--- src/core/clkmon_selftest_pkg.sv ---
package clkmon_selftest_pkg;

   // ----------------------------------------------------------------
   // Timing
   // ----------------------------------------------------------------
   localparam int CLK_MHZ = 25;
   localparam int DETECT_NS = 18000;
   localparam int DETECT_CYC = DETECT_NS * CLK_MHZ / 1000;
   // Two windows fit in the latency bound
   localparam int WIN_CYC = DETECT_CYC / 2;
   localparam int BIST_NS = 150000;
   localparam int BIST_CYC = BIST_NS * CLK_MHZ / 1000;
   localparam int STARTUP_TO_NS = 1000000;
   localparam int RESET_EXT_NS = 2000000;
   localparam int TIMER_W = 17;

   // ----------------------------------------------------------------
   // Clock watches
   // ----------------------------------------------------------------
   localparam int N_MON = 6;
   localparam int CH_SYNC = 0;
   localparam int CH_MAIN = 1;
   localparam int CH_BUCK1 = 2;
   localparam int CH_BUCK2 = 3;
   localparam int CH_BOOST = 4;
   localparam int CH_SRC = 5;
   localparam int CNT_W = 10;
   localparam int MAIN_REF_WIN = 32;
   typedef logic [2:0] bitpos_t;
   typedef logic [CNT_W-1:0] cnt_t;
   localparam bitpos_t STAT_BIT [N_MON] =
      '{3'h2, 3'h0, 3'h3, 3'h4, 3'h6, 3'h1};
   localparam cnt_t WIN_LEN [N_MON] = '{cnt_t'(WIN_CYC),
      cnt_t'(MAIN_REF_WIN), cnt_t'(WIN_CYC), cnt_t'(WIN_CYC),
      cnt_t'(WIN_CYC), cnt_t'(WIN_CYC)};
   localparam cnt_t EXP_CNT [N_MON] =
      '{10'h014, 10'h16B, 10'h014, 10'h014, 10'h014, 10'h014};
   localparam cnt_t WARN_DEV [N_MON] =
      '{10'h002, 10'h012, 10'h002, 10'h002, 10'h002, 10'h002};
   localparam cnt_t ERR_DEV [N_MON] =
      '{10'h004, 10'h024, 10'h004, 10'h004, 10'h004, 10'h004};
   localparam logic [N_MON-1:0] CTRL_RESET = 6'h3E;
   localparam logic ARD_RESET = 1'h0;

   // ----------------------------------------------------------------
   // Self-test comparators
   // ----------------------------------------------------------------
   localparam int N_CMP = 6;
   localparam int CMP_BUCK1_CL = 0;
   localparam int CMP_BUCK2_CL = 1;
   localparam int CMP_BOOST_CL = 2;
   localparam int CMP_INTERNAL_REGULATOR_UV = 3;
   localparam int CMP_INTERNAL_REGULATOR_OV = 4;
   localparam int CMP_OTHER = 5;
   localparam int PHASE_CYC = BIST_CYC / (N_CMP * 4);

   typedef enum logic [7:0] {
      ST_OFF      = 8'h01,
      ST_CLK_WAIT = 8'h02,
      ST_TRIM     = 8'h04,
      ST_PU_BIST  = 8'h08,
      ST_RST_EXT  = 8'h10,
      ST_ACTIVE   = 8'h20,
      ST_SAFE     = 8'h40,
      ST_RUN_BIST = 8'h80
   } dev_state_e;

endpackage

--- src/core/clkmon_selftest.sv ---
// Operation
// RQ1 - One analog and six digital clock watches supervise the clock tree.
// RQ2 - Main clock late at power-up: back to off, latch clock and timeout.
// RQ3 - Digital watches start only after an error-free trim download.
// RQ4 - Error bits: main 0, source 1, sync 2, buck1 3, buck2 4, boost 6.
// RQ5 - All digital watches but main set a warning at the same bit.
// RQ6 - Each watch flags clocks running too fast or too slow.
// RQ7 - Main watch reference: loop clock when select is 0, modulation when 1.
// RQ8 - Clock errors are detected within 143 cycles of 8 MHz; the code allows two windows, 450 core cycles (18 us, 144 cycles of 8 MHz), main 64 ref edges.
// RQ9 - After reset all digital watches are on except the sync watch.
// RQ10 - Software may switch digital watches off; the analog watch cannot be.
// RQ11 - Main clock errors set status only, with no state reaction.
// RQ12 - Self-test runs at every power-up and during reset extension.
// RQ13 - The controller may start self-test in active or safe states.
// RQ14 - Each comparator gets two test pulses, both responses checked.
// RQ15 - Current-limit and regulator checks run only before regulators start.
// RQ16 - The power-up self-test takes about 150 us.
// RQ17 - Buck1 or regulator check failure samples the off-state latch bits.
// RQ18 - Failed buck1 current-limit check with config and status set: go off.
// RQ19 - Failed regulator voltage check with config and status set: go off.
// RQ20 - Restart from off: wake high if auto-restart on, else wake rise.
// RQ21 - A regulator over-voltage event forces auto-restart disable to 1.
// RQ22 - Other current-limit failures: flag, continue, go safe after reset.
// RQ23 - Watches count monitored edges over a reference window against limits.
`timescale 1ns/1ps
module clkmon_selftest
   import clkmon_selftest_pkg::*;
#(
   parameter int unsigned STARTUP_TO_CYC = STARTUP_TO_NS * CLK_MHZ / 1000,
   parameter int unsigned RESET_EXT_CYC = RESET_EXT_NS * CLK_MHZ / 1000
) (
   input wire logic clk_sys,
   input wire logic sys_rst,
   input wire logic power_on_reset_condition,
   input wire logic wake_pin,
   input wire logic analog_clock_watch_ok,
   input wire logic sync_in_clk,
   input wire logic buck1_switch_clk,
   input wire logic buck2_switch_clk,
   input wire logic boost_switch_clk,
   input wire logic switching_source_clk,
   input wire logic loop_locked_clk,
   input wire logic modulation_clock,
   input wire logic cmp_response,
   input wire logic internal_regulator_ov_event,
   input wire logic trim_done,
   input wire logic trim_error,
   input wire logic switching_clock_source_select,
   input wire logic ctrl_wr,
   input wire logic [N_MON-1:0] ctrl_wr_data,
   input wire logic ard_wr,
   input wire logic ard_wr_data,
   input wire logic regulator_fail_config,
   input wire logic [2:0] off_latch_status,
   input wire logic status_clr,
   input wire logic [7:0] status_clr_mask,
   input wire logic selftest_start,
   output logic [7:0] clock_error_status,
   output logic [7:0] clock_warning_status,
   output logic [N_MON-1:0] clock_watch_control,
   output logic auto_restart_disable,
   output logic main_clock_startup_error,
   output logic startup_timeout_flag,
   output logic regulators_enable,
   output logic reset_output_low_active,
   output logic test_pulse,
   output logic [2:0] test_select,
   output logic [N_CMP-1:0] selftest_fail,
   output logic selftest_busy,
   output dev_state_e device_state
);
   import clkmon_selftest_pkg::*;

   // ----------------------------------------------------------------
   // Pin synchronisers
   // ----------------------------------------------------------------
   localparam int NPIN = 12;
   localparam int P_PLL = 6;
   localparam int P_MOD = 7;
   localparam int P_WAKE = 8;
   localparam int P_ACLK = 9;
   localparam int P_RESP = 10;
   localparam int P_OV = 11;
   logic [NPIN-1:0] pins;
   logic [NPIN-1:0] s1_q, s2_q, s3_q, filt_q, filt_d, rise;
   // The main watch counts the core clock itself, so its pin slot is idle
   logic clk_sys_watch_tie;

   assign clk_sys_watch_tie = 1'b0;
   assign pins = {internal_regulator_ov_event, cmp_response,
      analog_clock_watch_ok, wake_pin, modulation_clock, loop_locked_clk,
      switching_source_clk, boost_switch_clk, buck2_switch_clk,
      buck1_switch_clk, clk_sys_watch_tie, sync_in_clk};

   always_comb begin
      for (int i = 0; i < NPIN; i++) begin
         // Only a change seen by both later stages counts
         filt_d[i] = (s2_q[i] == s3_q[i]) ? s3_q[i] : filt_q[i];
      end
   end
   assign rise = filt_d & ~filt_q;

   always_ff @(posedge clk_sys or posedge sys_rst) begin
      if (sys_rst) begin
         s1_q <= '0;
         s2_q <= '0;
         s3_q <= '0;
         filt_q <= '0;
      end else begin
         s1_q <= pins;
         s2_q <= s1_q;
         s3_q <= s2_q;
         filt_q <= filt_d;
      end
   end

   // ----------------------------------------------------------------
   // Digital clock watches
   // ----------------------------------------------------------------
   logic trim_loaded_q, trim_loaded_d;
   logic [N_MON-1:0] ctrl_q, ctrl_d;
   logic [N_MON-1:0] err_evt, warn_evt;

   for (genvar g = 0; g < N_MON; g++) begin : g_watch
      cnt_t win_q, win_d, cnt_q, cnt_d, total;
      logic mon_evt, ref_evt, run, last;

      // Main watch counts core cycles over reference edges
      assign mon_evt = (g == CH_MAIN) ? 1'b1 : rise[g];
      assign ref_evt = (g != CH_MAIN) ? 1'b1 :
         (switching_clock_source_select ? rise[P_MOD] : rise[P_PLL]); // see RQ7
      assign run = trim_loaded_q & ctrl_q[g]; // see RQ3 // see RQ10
      assign last = ref_evt & (win_q == WIN_LEN[g] - 10'h001);
      assign total = cnt_q + cnt_t'(mon_evt);

      always_comb begin
         win_d = win_q;
         cnt_d = total;
         err_evt[g] = 1'b0;
         warn_evt[g] = 1'b0;
         if (!run) begin
            win_d = '0;
            cnt_d = '0;
         end else if (last) begin // see RQ23 // see RQ8
            win_d = '0;
            cnt_d = '0;
            err_evt[g] = (total > EXP_CNT[g] + ERR_DEV[g]) ||
               (total < EXP_CNT[g] - ERR_DEV[g]); // see RQ6
            warn_evt[g] = (g != CH_MAIN) &&
               ((total > EXP_CNT[g] + WARN_DEV[g]) ||
               (total < EXP_CNT[g] - WARN_DEV[g])); // see RQ5
         end else if (ref_evt) begin
            win_d = win_q + 10'h001;
         end
      end

      always_ff @(posedge clk_sys or posedge sys_rst) begin
         if (sys_rst) begin
            win_q <= '0;
            cnt_q <= '0;
         end else begin
            win_q <= win_d;
            cnt_q <= cnt_d;
         end
      end
   end

   // ----------------------------------------------------------------
   // Status and control
   // ----------------------------------------------------------------
   logic [7:0] err_q, err_d, warn_q, warn_d;
   logic ard_q, ard_d;

   always_comb begin
      err_d = status_clr ? (err_q & ~status_clr_mask) : err_q;
      warn_d = status_clr ? (warn_q & ~status_clr_mask) : warn_q;
      // Set beats clear; main watch errors only show here
      for (int i = 0; i < N_MON; i++) begin
         if (err_evt[i]) begin
            err_d[STAT_BIT[i]] = 1'b1; // see RQ4 // see RQ11
         end
         if (warn_evt[i]) begin
            warn_d[STAT_BIT[i]] = 1'b1;
         end
      end
      ctrl_d = ctrl_wr ? ctrl_wr_data : ctrl_q; // see RQ10
      ard_d = ard_wr ? ard_wr_data : ard_q;
      if (rise[P_OV]) begin
         ard_d = 1'b1; // see RQ21
      end
   end

   always_ff @(posedge clk_sys or posedge sys_rst) begin
      if (sys_rst) begin
         err_q <= '0;
         warn_q <= '0;
         ctrl_q <= CTRL_RESET; // see RQ9
         ard_q <= ARD_RESET;
      end else begin
         err_q <= err_d;
         warn_q <= warn_d;
         ctrl_q <= ctrl_d;
         ard_q <= ard_d;
      end
   end

   // ----------------------------------------------------------------
   // Self-test engine
   // ----------------------------------------------------------------
   logic busy_q, busy_d, pulse_q, pulse_d, go;
   logic [2:0] idx_q, idx_d, go_idx;
   logic [1:0] ph_q, ph_d;
   logic [7:0] ph_cnt_q, ph_cnt_d;
   logic [N_CMP-1:0] fail_q, fail_d;

   always_comb begin
      busy_d = busy_q;
      idx_d = idx_q;
      ph_d = ph_q;
      ph_cnt_d = ph_cnt_q + 8'h01;
      fail_d = fail_q;
      if (go) begin
         busy_d = 1'b1;
         idx_d = go_idx;
         ph_d = 2'h0;
         ph_cnt_d = 8'h00;
         for (int i = 0; i < N_CMP; i++) begin
            if (3'(i) >= go_idx) begin
               fail_d[i] = 1'b0;
            end
         end
      end else if (!busy_q) begin
         ph_cnt_d = 8'h00;
      end else if (ph_cnt_q == 8'(PHASE_CYC - 1)) begin // see RQ16
         ph_cnt_d = 8'h00;
         ph_d = ph_q + 2'h1;
         // Pulse phases expect a high answer, gaps a low one
         if (filt_q[P_RESP] == ph_q[0]) begin
            fail_d[idx_q] = 1'b1; // see RQ14
         end
         if (ph_q == 2'h3) begin
            idx_d = idx_q + 3'h1;
            if (idx_q == 3'(N_CMP - 1)) begin
               busy_d = 1'b0;
            end
         end
      end
      pulse_d = busy_d & ~ph_d[0]; // see RQ14
   end

   always_ff @(posedge clk_sys or posedge sys_rst) begin
      if (sys_rst) begin
         busy_q <= 1'b0;
         idx_q <= '0;
         ph_q <= '0;
         ph_cnt_q <= '0;
         fail_q <= '0;
         pulse_q <= 1'b0;
      end else begin
         busy_q <= busy_d;
         idx_q <= idx_d;
         ph_q <= ph_d;
         ph_cnt_q <= ph_cnt_d;
         fail_q <= fail_d;
         pulse_q <= pulse_d;
      end
   end

   // ----------------------------------------------------------------
   // Start-up sequencer
   // ----------------------------------------------------------------
   dev_state_e st_q, st_d, ret_q, ret_d;
   logic [TIMER_W-1:0] tmr_q, tmr_d;
   logic sclk_err_q, sclk_err_d, to_q, to_d;
   logic reg_en_q, reg_en_d, rst_out_q, rst_out_d;
   logic go_off, cl_other;

   // Off-state latch bits pick the reaction
   assign go_off = regulator_fail_config & (
      (fail_q[CMP_BUCK1_CL] & off_latch_status[0]) | // see RQ17 // see RQ18
      (fail_q[CMP_INTERNAL_REGULATOR_UV] & off_latch_status[1]) |  // see RQ19
      (fail_q[CMP_INTERNAL_REGULATOR_OV] & off_latch_status[2]));
   assign cl_other = fail_q[CMP_BUCK2_CL] | fail_q[CMP_BOOST_CL];

   always_comb begin
      st_d = st_q;
      ret_d = ret_q;
      tmr_d = tmr_q + TIMER_W'(1);
      sclk_err_d = sclk_err_q;
      to_d = to_q;
      reg_en_d = reg_en_q;
      rst_out_d = rst_out_q;
      trim_loaded_d = trim_loaded_q;
      go = 1'b0;
      go_idx = 3'h0;
      unique case (st_q)
         ST_OFF: begin
            tmr_d = '0;
            reg_en_d = 1'b0;
            rst_out_d = 1'b0;
            trim_loaded_d = 1'b0;
            if (!power_on_reset_condition &&
               (ard_q ? rise[P_WAKE] : filt_q[P_WAKE])) begin // see RQ20
               st_d = ST_CLK_WAIT;
            end
         end
         ST_CLK_WAIT: begin
            if (filt_q[P_ACLK]) begin // see RQ1
               st_d = ST_TRIM;
            end else if (tmr_q == TIMER_W'(STARTUP_TO_CYC - 1)) begin
               st_d = ST_OFF; // see RQ2
               sclk_err_d = 1'b1;
               to_d = 1'b1;
            end
         end
         ST_TRIM: begin
            if (trim_error) begin
               st_d = ST_OFF;
            end else if (trim_done) begin
               trim_loaded_d = 1'b1; // see RQ3
               st_d = ST_PU_BIST;
               go = 1'b1; // see RQ12
            end
         end
         ST_PU_BIST: begin
            tmr_d = '0;
            if (!busy_q && !go) begin
               if (go_off) begin
                  st_d = ST_OFF;
               end else begin
                  // Regulators on: their checks stay out from here on
                  reg_en_d = 1'b1;
                  st_d = ST_RST_EXT;
                  go = 1'b1; // see RQ12 // see RQ15
                  go_idx = 3'(CMP_OTHER);
               end
            end
         end
         ST_RST_EXT: begin
            if (!busy_q && tmr_q >= TIMER_W'(RESET_EXT_CYC - 1)) begin
               rst_out_d = 1'b1;
               st_d = (cl_other || fail_q[CMP_OTHER]) ?
                  ST_SAFE : ST_ACTIVE; // see RQ22
            end
         end
         ST_ACTIVE, ST_SAFE: begin
            if (selftest_start) begin // see RQ13
               ret_d = st_q;
               st_d = ST_RUN_BIST;
               go = 1'b1;
               go_idx = 3'(CMP_OTHER); // see RQ15
            end
         end
         ST_RUN_BIST: begin
            if (!busy_q && !go) begin
               st_d = fail_q[CMP_OTHER] ? ST_SAFE : ret_q;
            end
         end
      endcase
   end

   always_ff @(posedge clk_sys or posedge sys_rst) begin
      if (sys_rst) begin
         st_q <= ST_OFF;
         ret_q <= ST_ACTIVE;
         tmr_q <= '0;
         sclk_err_q <= 1'b0;
         to_q <= 1'b0;
         reg_en_q <= 1'b0;
         rst_out_q <= 1'b0;
         trim_loaded_q <= 1'b0;
      end else begin
         st_q <= st_d;
         ret_q <= ret_d;
         tmr_q <= tmr_d;
         sclk_err_q <= sclk_err_d;
         to_q <= to_d;
         reg_en_q <= reg_en_d;
         rst_out_q <= rst_out_d;
         trim_loaded_q <= trim_loaded_d;
      end
   end

   assign clock_error_status = err_q;
   assign clock_warning_status = warn_q;
   assign clock_watch_control = ctrl_q;
   assign auto_restart_disable = ard_q;
   assign main_clock_startup_error = sclk_err_q;
   assign startup_timeout_flag = to_q;
   assign regulators_enable = reg_en_q;
   assign reset_output_low_active = rst_out_q;
   assign test_pulse = pulse_q;
   assign test_select = idx_q;
   assign selftest_fail = fail_q;
   assign selftest_busy = busy_q;
   assign device_state = st_q;

endmodule

--- config.mk ---
export PLATFORM = sky130hd
export DESIGN_NAME = clkmon_selftest
export DESIGN_NICKNAME = d
export VERILOG_FILES = /design/src/core/clkmon_selftest_pkg.sv /design/src/core/clkmon_selftest.sv
export SDC_FILE = /design/constraint.sdc
export NUM_CORES = 1
export LEC_CHECK = 0
export BUFFER_PORTS_ARGS = -buffer_cell sky130_fd_sc_hd__buf_4
export CAP_MARGIN = 25
export CORE_MARGIN = 10
export CORE_UTILIZATION = 47
export CTS_CLUSTER_DIAMETER = 80
export DETAILED_ROUTE_END_ITERATION = 6
export HOLD_SLACK_MARGIN = 0.1
export PLACE_DENSITY = 0.76
export SYNTH_ARGS = -nofsm -noshare
export SYNTH_HDL_FRONTEND = slang
export SYNTH_SLANG_ARGS = --single-unit
--- constraint.sdc ---
create_clock -name clk_sys -period 16.5 [get_ports clk_sys]
set_input_delay 1.65 -clock clk_sys [delete_from_list [all_inputs] [get_ports clk_sys]]
set_output_delay 1.65 -clock clk_sys [all_outputs]
set_load 0.02 [all_outputs]
# After elaboration in Yosys (flattened, before gate mapping)
# Index checks and enable logic that the tools add are counted.
[op_classes]
mux = 134
reduce_logical = 52
n_addsub = 16
shift = 0
eq_ne = 47
n_div = 0
bitwise_logic = 23
magnitude_cmp = 31
multipliers = 0
[ops]
columns = ["op", "n"]
rows = [
  ["$mux 10", 25],
  ["$mux 8", 13],
  ["$gt 10x5->1 const B", 10],
  ["$lt 10x5->1 const B", 10],
  ["$add 10x1->10 const B", 7],
  ["$mux 1", 70],
  ["$pmux 8 s7", 1],
  ["$add 10x1->10", 5],
  ["$eq 10x8->1 const B", 5],
  ["$reduce_bool 2->1", 19],
  ["$mux 6", 4],
  ["$reduce_and 4->1", 6],
  ["$mux 3", 7],
  ["$mux 7", 3],
  ["$add 17x1->17 const B", 1],
  ["$eq 17x15->1 const B", 1],
  ["$ge 17x16->1 const B", 1],
  ["$mux 17", 1],
  ["$and 8x8->8", 2],
  ["$eq 8x8->1 const B", 2],
  ["$ne 2x2->1 const B", 8],
  ["$and 1x1->1", 12],
  ["$and 12x12->12", 1],
  ["$eq 1x1->1", 12],
  ["other kinds (41)", 77],
]
[totals]
latch_bits = 0
ram_bits = 0
word_cells = 354
input_bits = 40
mem_count = 0
reg_bits = 246
out_inout_bits = 46
romBits = 0

# Logic depth before layout (Yosys ltp)
[logic_depth]
word_depth = 10
mapped_depth = 9
mapped_depth_nobuf = 9

# Least setup slack after synthesis
# Ideal clock, no wire load.
[synth_path]
path_type = "input to register"
startpoint = "input port switching_clock_source_select"
endpoint = "register g_watch[1].win_q[8]"
setup_slack_ns = 13.559
setup_ns = 0.132
t_arrival_ns = 2.809
cell_stages = 7
required_ns = 16.368
n_path_buf = 1
path_cell_list = "nor4bb_1 or2_2 clkbuf_1 nor2_1 nor3_1 xnor2_1 nor2_1"
[synth_via]
elab_chain_len = 4
word_cells_on_any_way = 5
classes_between = "eq/ne: 1; mux: 3; bitwise: 1"
[synth_lines]
columns = ["item", "line", "rtl"]
rows = [
  ["start: declaration", "clkmon_selftest.sv:48", "input wire logic switching_clock_source_select,"],
  ["$mux 1 *", "clkmon_selftest.sv:131", "(switching_clock_source_select ? rise[P_MOD] : rise[P_PLL]);"],
  ["$and 1x1->1", "clkmon_selftest.sv:133", "assign last = ref_evt & (win_q == WIN_LEN[g] - 10'h001);"],
  ["$mux 10", "clkmon_selftest.sv:144", "end else if (last) begin"],
  ["$mux 10", "clkmon_selftest.sv:141", "if (!run) begin"],
  ["end signal: assignment", "clkmon_selftest.sv:162", "win_q <= win_d;"],
  ["end: declaration", "clkmon_selftest.sv:125", "cnt_t win_q, win_d, cnt_q, cnt_d, total;"],
]
# Every way passes the cells marked *; elsewhere a longest branch is shown, timed or not.
# A chain may end at the register's enable or synchronous reset.

# Worst setup path in the final report
[layout_path]
startpoint = "register busy_q, in the netlist selftest_busy"
endpoint = "output port selftest_busy"
[layout_lines]
columns = ["item", "line", "rtl"]
rows = [
  ["start: declaration", "clkmon_selftest.sv:210", "logic busy_q, busy_d, pulse_q, pulse_d, go;"],
  ["start signal: assignment", "clkmon_selftest.sv:260", "busy_q <= busy_d;"],
  ["end: declaration", "clkmon_selftest.sv:69", "output logic selftest_busy,"],
]
# No word-level cell between the ends.

==> metrics.txt <==
# TYPE chip_impl_metric gauge
chip_impl_info{name="clock-root-buffer",value="clkbuf_16"} 1
chip_impl_metric{name="port_buffers",unit=""} 85
chip_impl_info{name="synth-main-ff-cell",value="dfrtp_1"} 1
chip_impl_metric{name="post_synth_instance_area",unit="µm²"} 11300
chip_impl_metric{name="worst_skew_pair.late_latency",unit="ps"} 530
chip_impl_metric{name="initial_core_util",unit="%"} 48.1
chip_impl_metric{name="postSynth.asyncResetShare",unit="%"} 100
chip_impl_metric{name="worst_path_largest_cell_delay",unit="ps"} 660
chip_impl_info{name="grt-busiest-layer",value="met2"} 1
chip_impl_metric{name="max_clock_freq",unit="GHz"} 0.324
chip_impl_metric{name="grtUsageMet3",unit="%"} 2.75
chip_impl_info{name="path_cells",value="buf_4"} 1
chip_impl_metric{name="antenna_cell_count",unit=""} 0
chip_impl_metric{name="maximum_count_of_clock_buffers_along_a_single_path",unit=""} 3
chip_impl_metric{name="groute.layer.met1.usage",unit="%"} 19.3
chip_impl_metric{name="cts_setup_buffers",unit=""} 0
chip_impl_metric{name="route.detailed.drc",unit=""} 0
chip_impl_metric{name="boundaryPins",unit=""} 86
chip_impl_metric{name="cts_num_sinks",unit=""} 245
chip_impl_metric{name="nets",unit=""} 1261
chip_impl_metric{name="cts_made_buffers",unit=""} 27
chip_impl_metric{name="post_dr_wirelength_cell",unit="µm"} 14.7
chip_impl_metric{name="yosys.area.top_type_share",unit="%"} 52.5
chip_impl_info{name="worst_setup_path_start_kind",value="flop"} 1
chip_impl_info{name="critical-path-top-delay-family",value="flip-flops"} 1
chip_impl_metric{name="syn_area_per_cell",unit="µm²"} 10.3
chip_impl_metric{name="worst-endpoint-arrival",unit="ps"} 1430
chip_impl_metric{name="die_x",unit="µm"} 175
chip_impl_metric{name="routabilityCongestion",unit=""} 0.879
chip_impl_metric{name="final_design_area_no_fill",unit="µm²"} 13300
chip_impl_metric{name="multi_input_area",unit="µm²"} 4950
chip_impl_metric{name="n_fill_cell",unit=""} 2018
chip_impl_info{name="crit_slowest_cell",value="dfrtp_1"} 1
chip_impl_info{name="synth_top_cell_by_area",value="dfrtp_1"} 1
chip_impl_metric{name="layout_min_cycle_time",unit="ps"} 3080
chip_impl_info{name="worst_setup_path_end_kind",value="primary output"} 1
chip_impl_metric{name="dpl-instance-area",unit="µm²"} 12300
chip_impl_metric{name="synth-edff-count",unit=""} 0
chip_impl_metric{name="worst-endpoint-required",unit="ps"} 14850
chip_impl_metric{name="grt_first_pass_wirelength",unit="mm"} 39.4
chip_impl_info{name="tritoncts",value="yes"} 1
chip_impl_metric{name="drt_pre_antenna_iters",unit=""} 4
chip_impl_metric{name="critPathMaxFanout",unit=""} 12
chip_impl_metric{name="cts.reportedPaths.clkPinSlew",unit="ps"} 60
chip_impl_metric{name="final_hold_viol_count",unit=""} 0
chip_impl_metric{name="synthesis.yosys.warnings",unit=""} 0
chip_impl_metric{name="mappedNetlistNets",unit=""} 1166
chip_impl_metric{name="numPlacedInstances",unit=""} 1481
chip_impl_metric{name="p_leak",unit="nW"} 5.94
chip_impl_metric{name="cts_hold_buf",unit=""} 0
chip_impl_info{name="worst_hold_path_type",value="reg2reg"} 1
chip_impl_metric{name="timing.critical_path.buf_inv",unit=""} 1
chip_impl_metric{name="final_layout_size_suffix_gt1_share",unit="%"} 13.8
chip_impl_metric{name="detailed_route_iter0_violations",unit=""} 558
chip_impl_metric{name="final-seq-area",unit="µm²"} 6140
chip_impl_metric{name="grt_usage",unit="%"} 14.7
chip_impl_metric{name="post_cts_resized",unit=""} 0
chip_impl_metric{name="synth.ff_latch_count",unit=""} 245
chip_impl_metric{name="portion_of_the_post_synthesis_area_used_by_sequential_elements",unit="%"} 54.1
chip_impl_metric{name="num_vias",unit=""} 8091
chip_impl_metric{name="floorplan.die_area",unit="µm²"} 30800
chip_impl_metric{name="max_slew_violation_count",unit=""} 0
chip_impl_metric{name="ir_worst_vdd",unit="mV"} 0.101
chip_impl_info{name="synth_top_cells_by_count",value="238 x dfrtp_1, 183 x nor2_1, 86 x nand2_1"} 1
chip_impl_info{name="unrepaired_setup_endpoints_after_global_routing",value="no"} 1
chip_impl_metric{name="via_count_of_the_first_global_routing_pass",unit=""} 8214
chip_impl_metric{name="core-area",unit="µm²"} 23600
chip_impl_metric{name="drt.antenna.violating_nets",unit=""} 0
chip_impl_metric{name="synthesis.instances",unit=""} 1097
chip_impl_metric{name="die_height",unit="µm"} 175
chip_impl_info{name="yosys-top-cells-area",value="dfrtp_1 52%, nor2_1 6.1%, xor2_1 5.2%, xnor2_1 4.0%, nand3_1 3.3%"} 1
chip_impl_metric{name="timing.clock.skew",unit="ps"} 21.1
chip_impl_metric{name="global_route.overflow_total",unit=""} 0
chip_impl_metric{name="postLayoutCoreUtil",unit="%"} 56.4
chip_impl_metric{name="setup_total_negative_slack",unit="ps"} 0
chip_impl_metric{name="vias_per_cell",unit=""} 5.28
chip_impl_metric{name="htreeDepth",unit=""} 1
chip_impl_metric{name="power-per-cell-area",unit="nW/µm²"} 117
chip_impl_metric{name="period_share",unit="%"} 18.7
chip_impl_metric{name="max-slew-margin-rel",unit="%"} 46.2
chip_impl_metric{name="place_hpwl",unit="mm"} 15.4
chip_impl_metric{name="fin_cells",unit=""} 1532
chip_impl_metric{name="timing_worst_slew_pin_value",unit="ps"} 808
chip_impl_metric{name="synth.lib_cells_used.distinct",unit=""} 74
chip_impl_info{name="status",value="finished clean"} 1
chip_impl_info{name="synthMostInstantiatedCell",value="dfrtp_1"} 1
chip_impl_metric{name="grt_antenna_before_repair",unit=""} 0
chip_impl_metric{name="std_cell_rows",unit=""} 56
chip_impl_metric{name="cap_violations",unit=""} 0
chip_impl_info{name="worst-setup-path-type",value="reg2out"} 1
chip_impl_metric{name="drt-total-wl",unit="mm"} 22.6
chip_impl_metric{name="area.growth.synth_to_final",unit="%"} 17.4
chip_impl_metric{name="grt_use_met2",unit="%"} 24.5
chip_impl_metric{name="timing.final.setup_violations",unit=""} 0
chip_impl_metric{name="pin_count_of_the_biggest_net_entering_global_routing",unit=""} 112
[stage by stage]
step / hold slack (ps) / power [mW] / setup slack, ps
2_1_floorplan: 331 / 0.843 / 8130
3_3_place_gp: 332 / 0.907 / 13140
3_5_place_dp: 335 / 0.911 / 13130
4_1_cts: 348 / 1.57 / 13420
5_1_grt: 356 / 1.63 / 13380
6_report: 348 / 1.56 / 13420
[final timing paths]
path                                  from                   to  slack [ps]  depth (start not counted)
max                          selftest_busy        selftest_busy       13420                          1
max reg2reg                device_state[7]      device_state[6]       14130                          6
min                                s1_q[4]              s2_q[4]         350                          0
max in group asynchronous          sys_rst  g_watch[5].cnt_q[5]       13980                          3
min reg2reg                        s1_q[4]              s2_q[4]         350                          0
min in group asynchronous          sys_rst              s1_q[9]        1220                          2
[area by class of cell]
cell class	count	share of cell area, %
tap	319	3.00
clock inverter	13	1.64
clock buffer	37	5.80
sequential	245	46.1
multi-input combinational	789	37.2
inverter	41	1.21
timing repair buffer	88	5.11
[state kept, by name, summed over array words and instances, names as in the netlist, 8 cells and up, named ones only]
name	count
clock_warning_status	8
tmr_q	17
ph_cnt_q	8
clock_error_status	8
s1_q	11
device_state	8
s3_q	11
filt_q	9
s2_q	11
g_watch.win_q	60
ret_q	8
g_watch.cnt_q	60
[where the power goes]
| part | internal, mW | switching [mW] | total [mW] |
|---|---|---|---|
| registers | 0.640 | 0.0561 | 0.696 |
| logic | 0.0830 | 0.124 | 0.207 |
| clock network | 0.420 | 0.236 | 0.656 |
| total | 1.14 | 0.416 | 1.56 |
[per-layer routing]
| layer | vias to the layer above | share of wire (%) |
|---|---|---|
| li1 | 3973 | - |
| met1 | 3937 | 45 |
| met2 | 146 | 48 |
| met3 | 35 | 4.4 |
| met4 | 0 | 2.4 |
| met5 | - | 0 |
[cells in the final DEF, fill, tap and decap left out, types with 5 or more instances in the layout]
cell       count
nor3_1        29
and2_1        11
nor4b_1        6
o211ai_1       7
and3b_1        6
inv_1         40
a21boi_0       5
nor4_1         6
a21oi_1       17
nand4_1       20
maj3_1        11
and3_1        22
clkbuf_16     27
o21ai_0       26
nor2_1       183
xnor2_1       52
mux2_2         8
dfstp_2        7
nand2_1       86
clkinv_2       6
nand3_1       74
nor2b_1       17
and4b_1        6
buf_4         87
a31oi_1        6
bufinv_16      6
clkbuf_8       6
dfrtp_1      238
ha_1          29
xor2_1        67
[cell families after synthesis]
kind of cell | synth area share [%]
flip-flops | 54.1
multiplexers | 1.07
AO/OA/AOI/OAI | 6.81
buffers and inverters | 2.28
XOR/XNOR | 9.18
adder cells (fa/ha/maj) | 4.17
AND/OR/NAND/NOR | 22.4
Note: power is estimated with default switching activity, not from simulation.
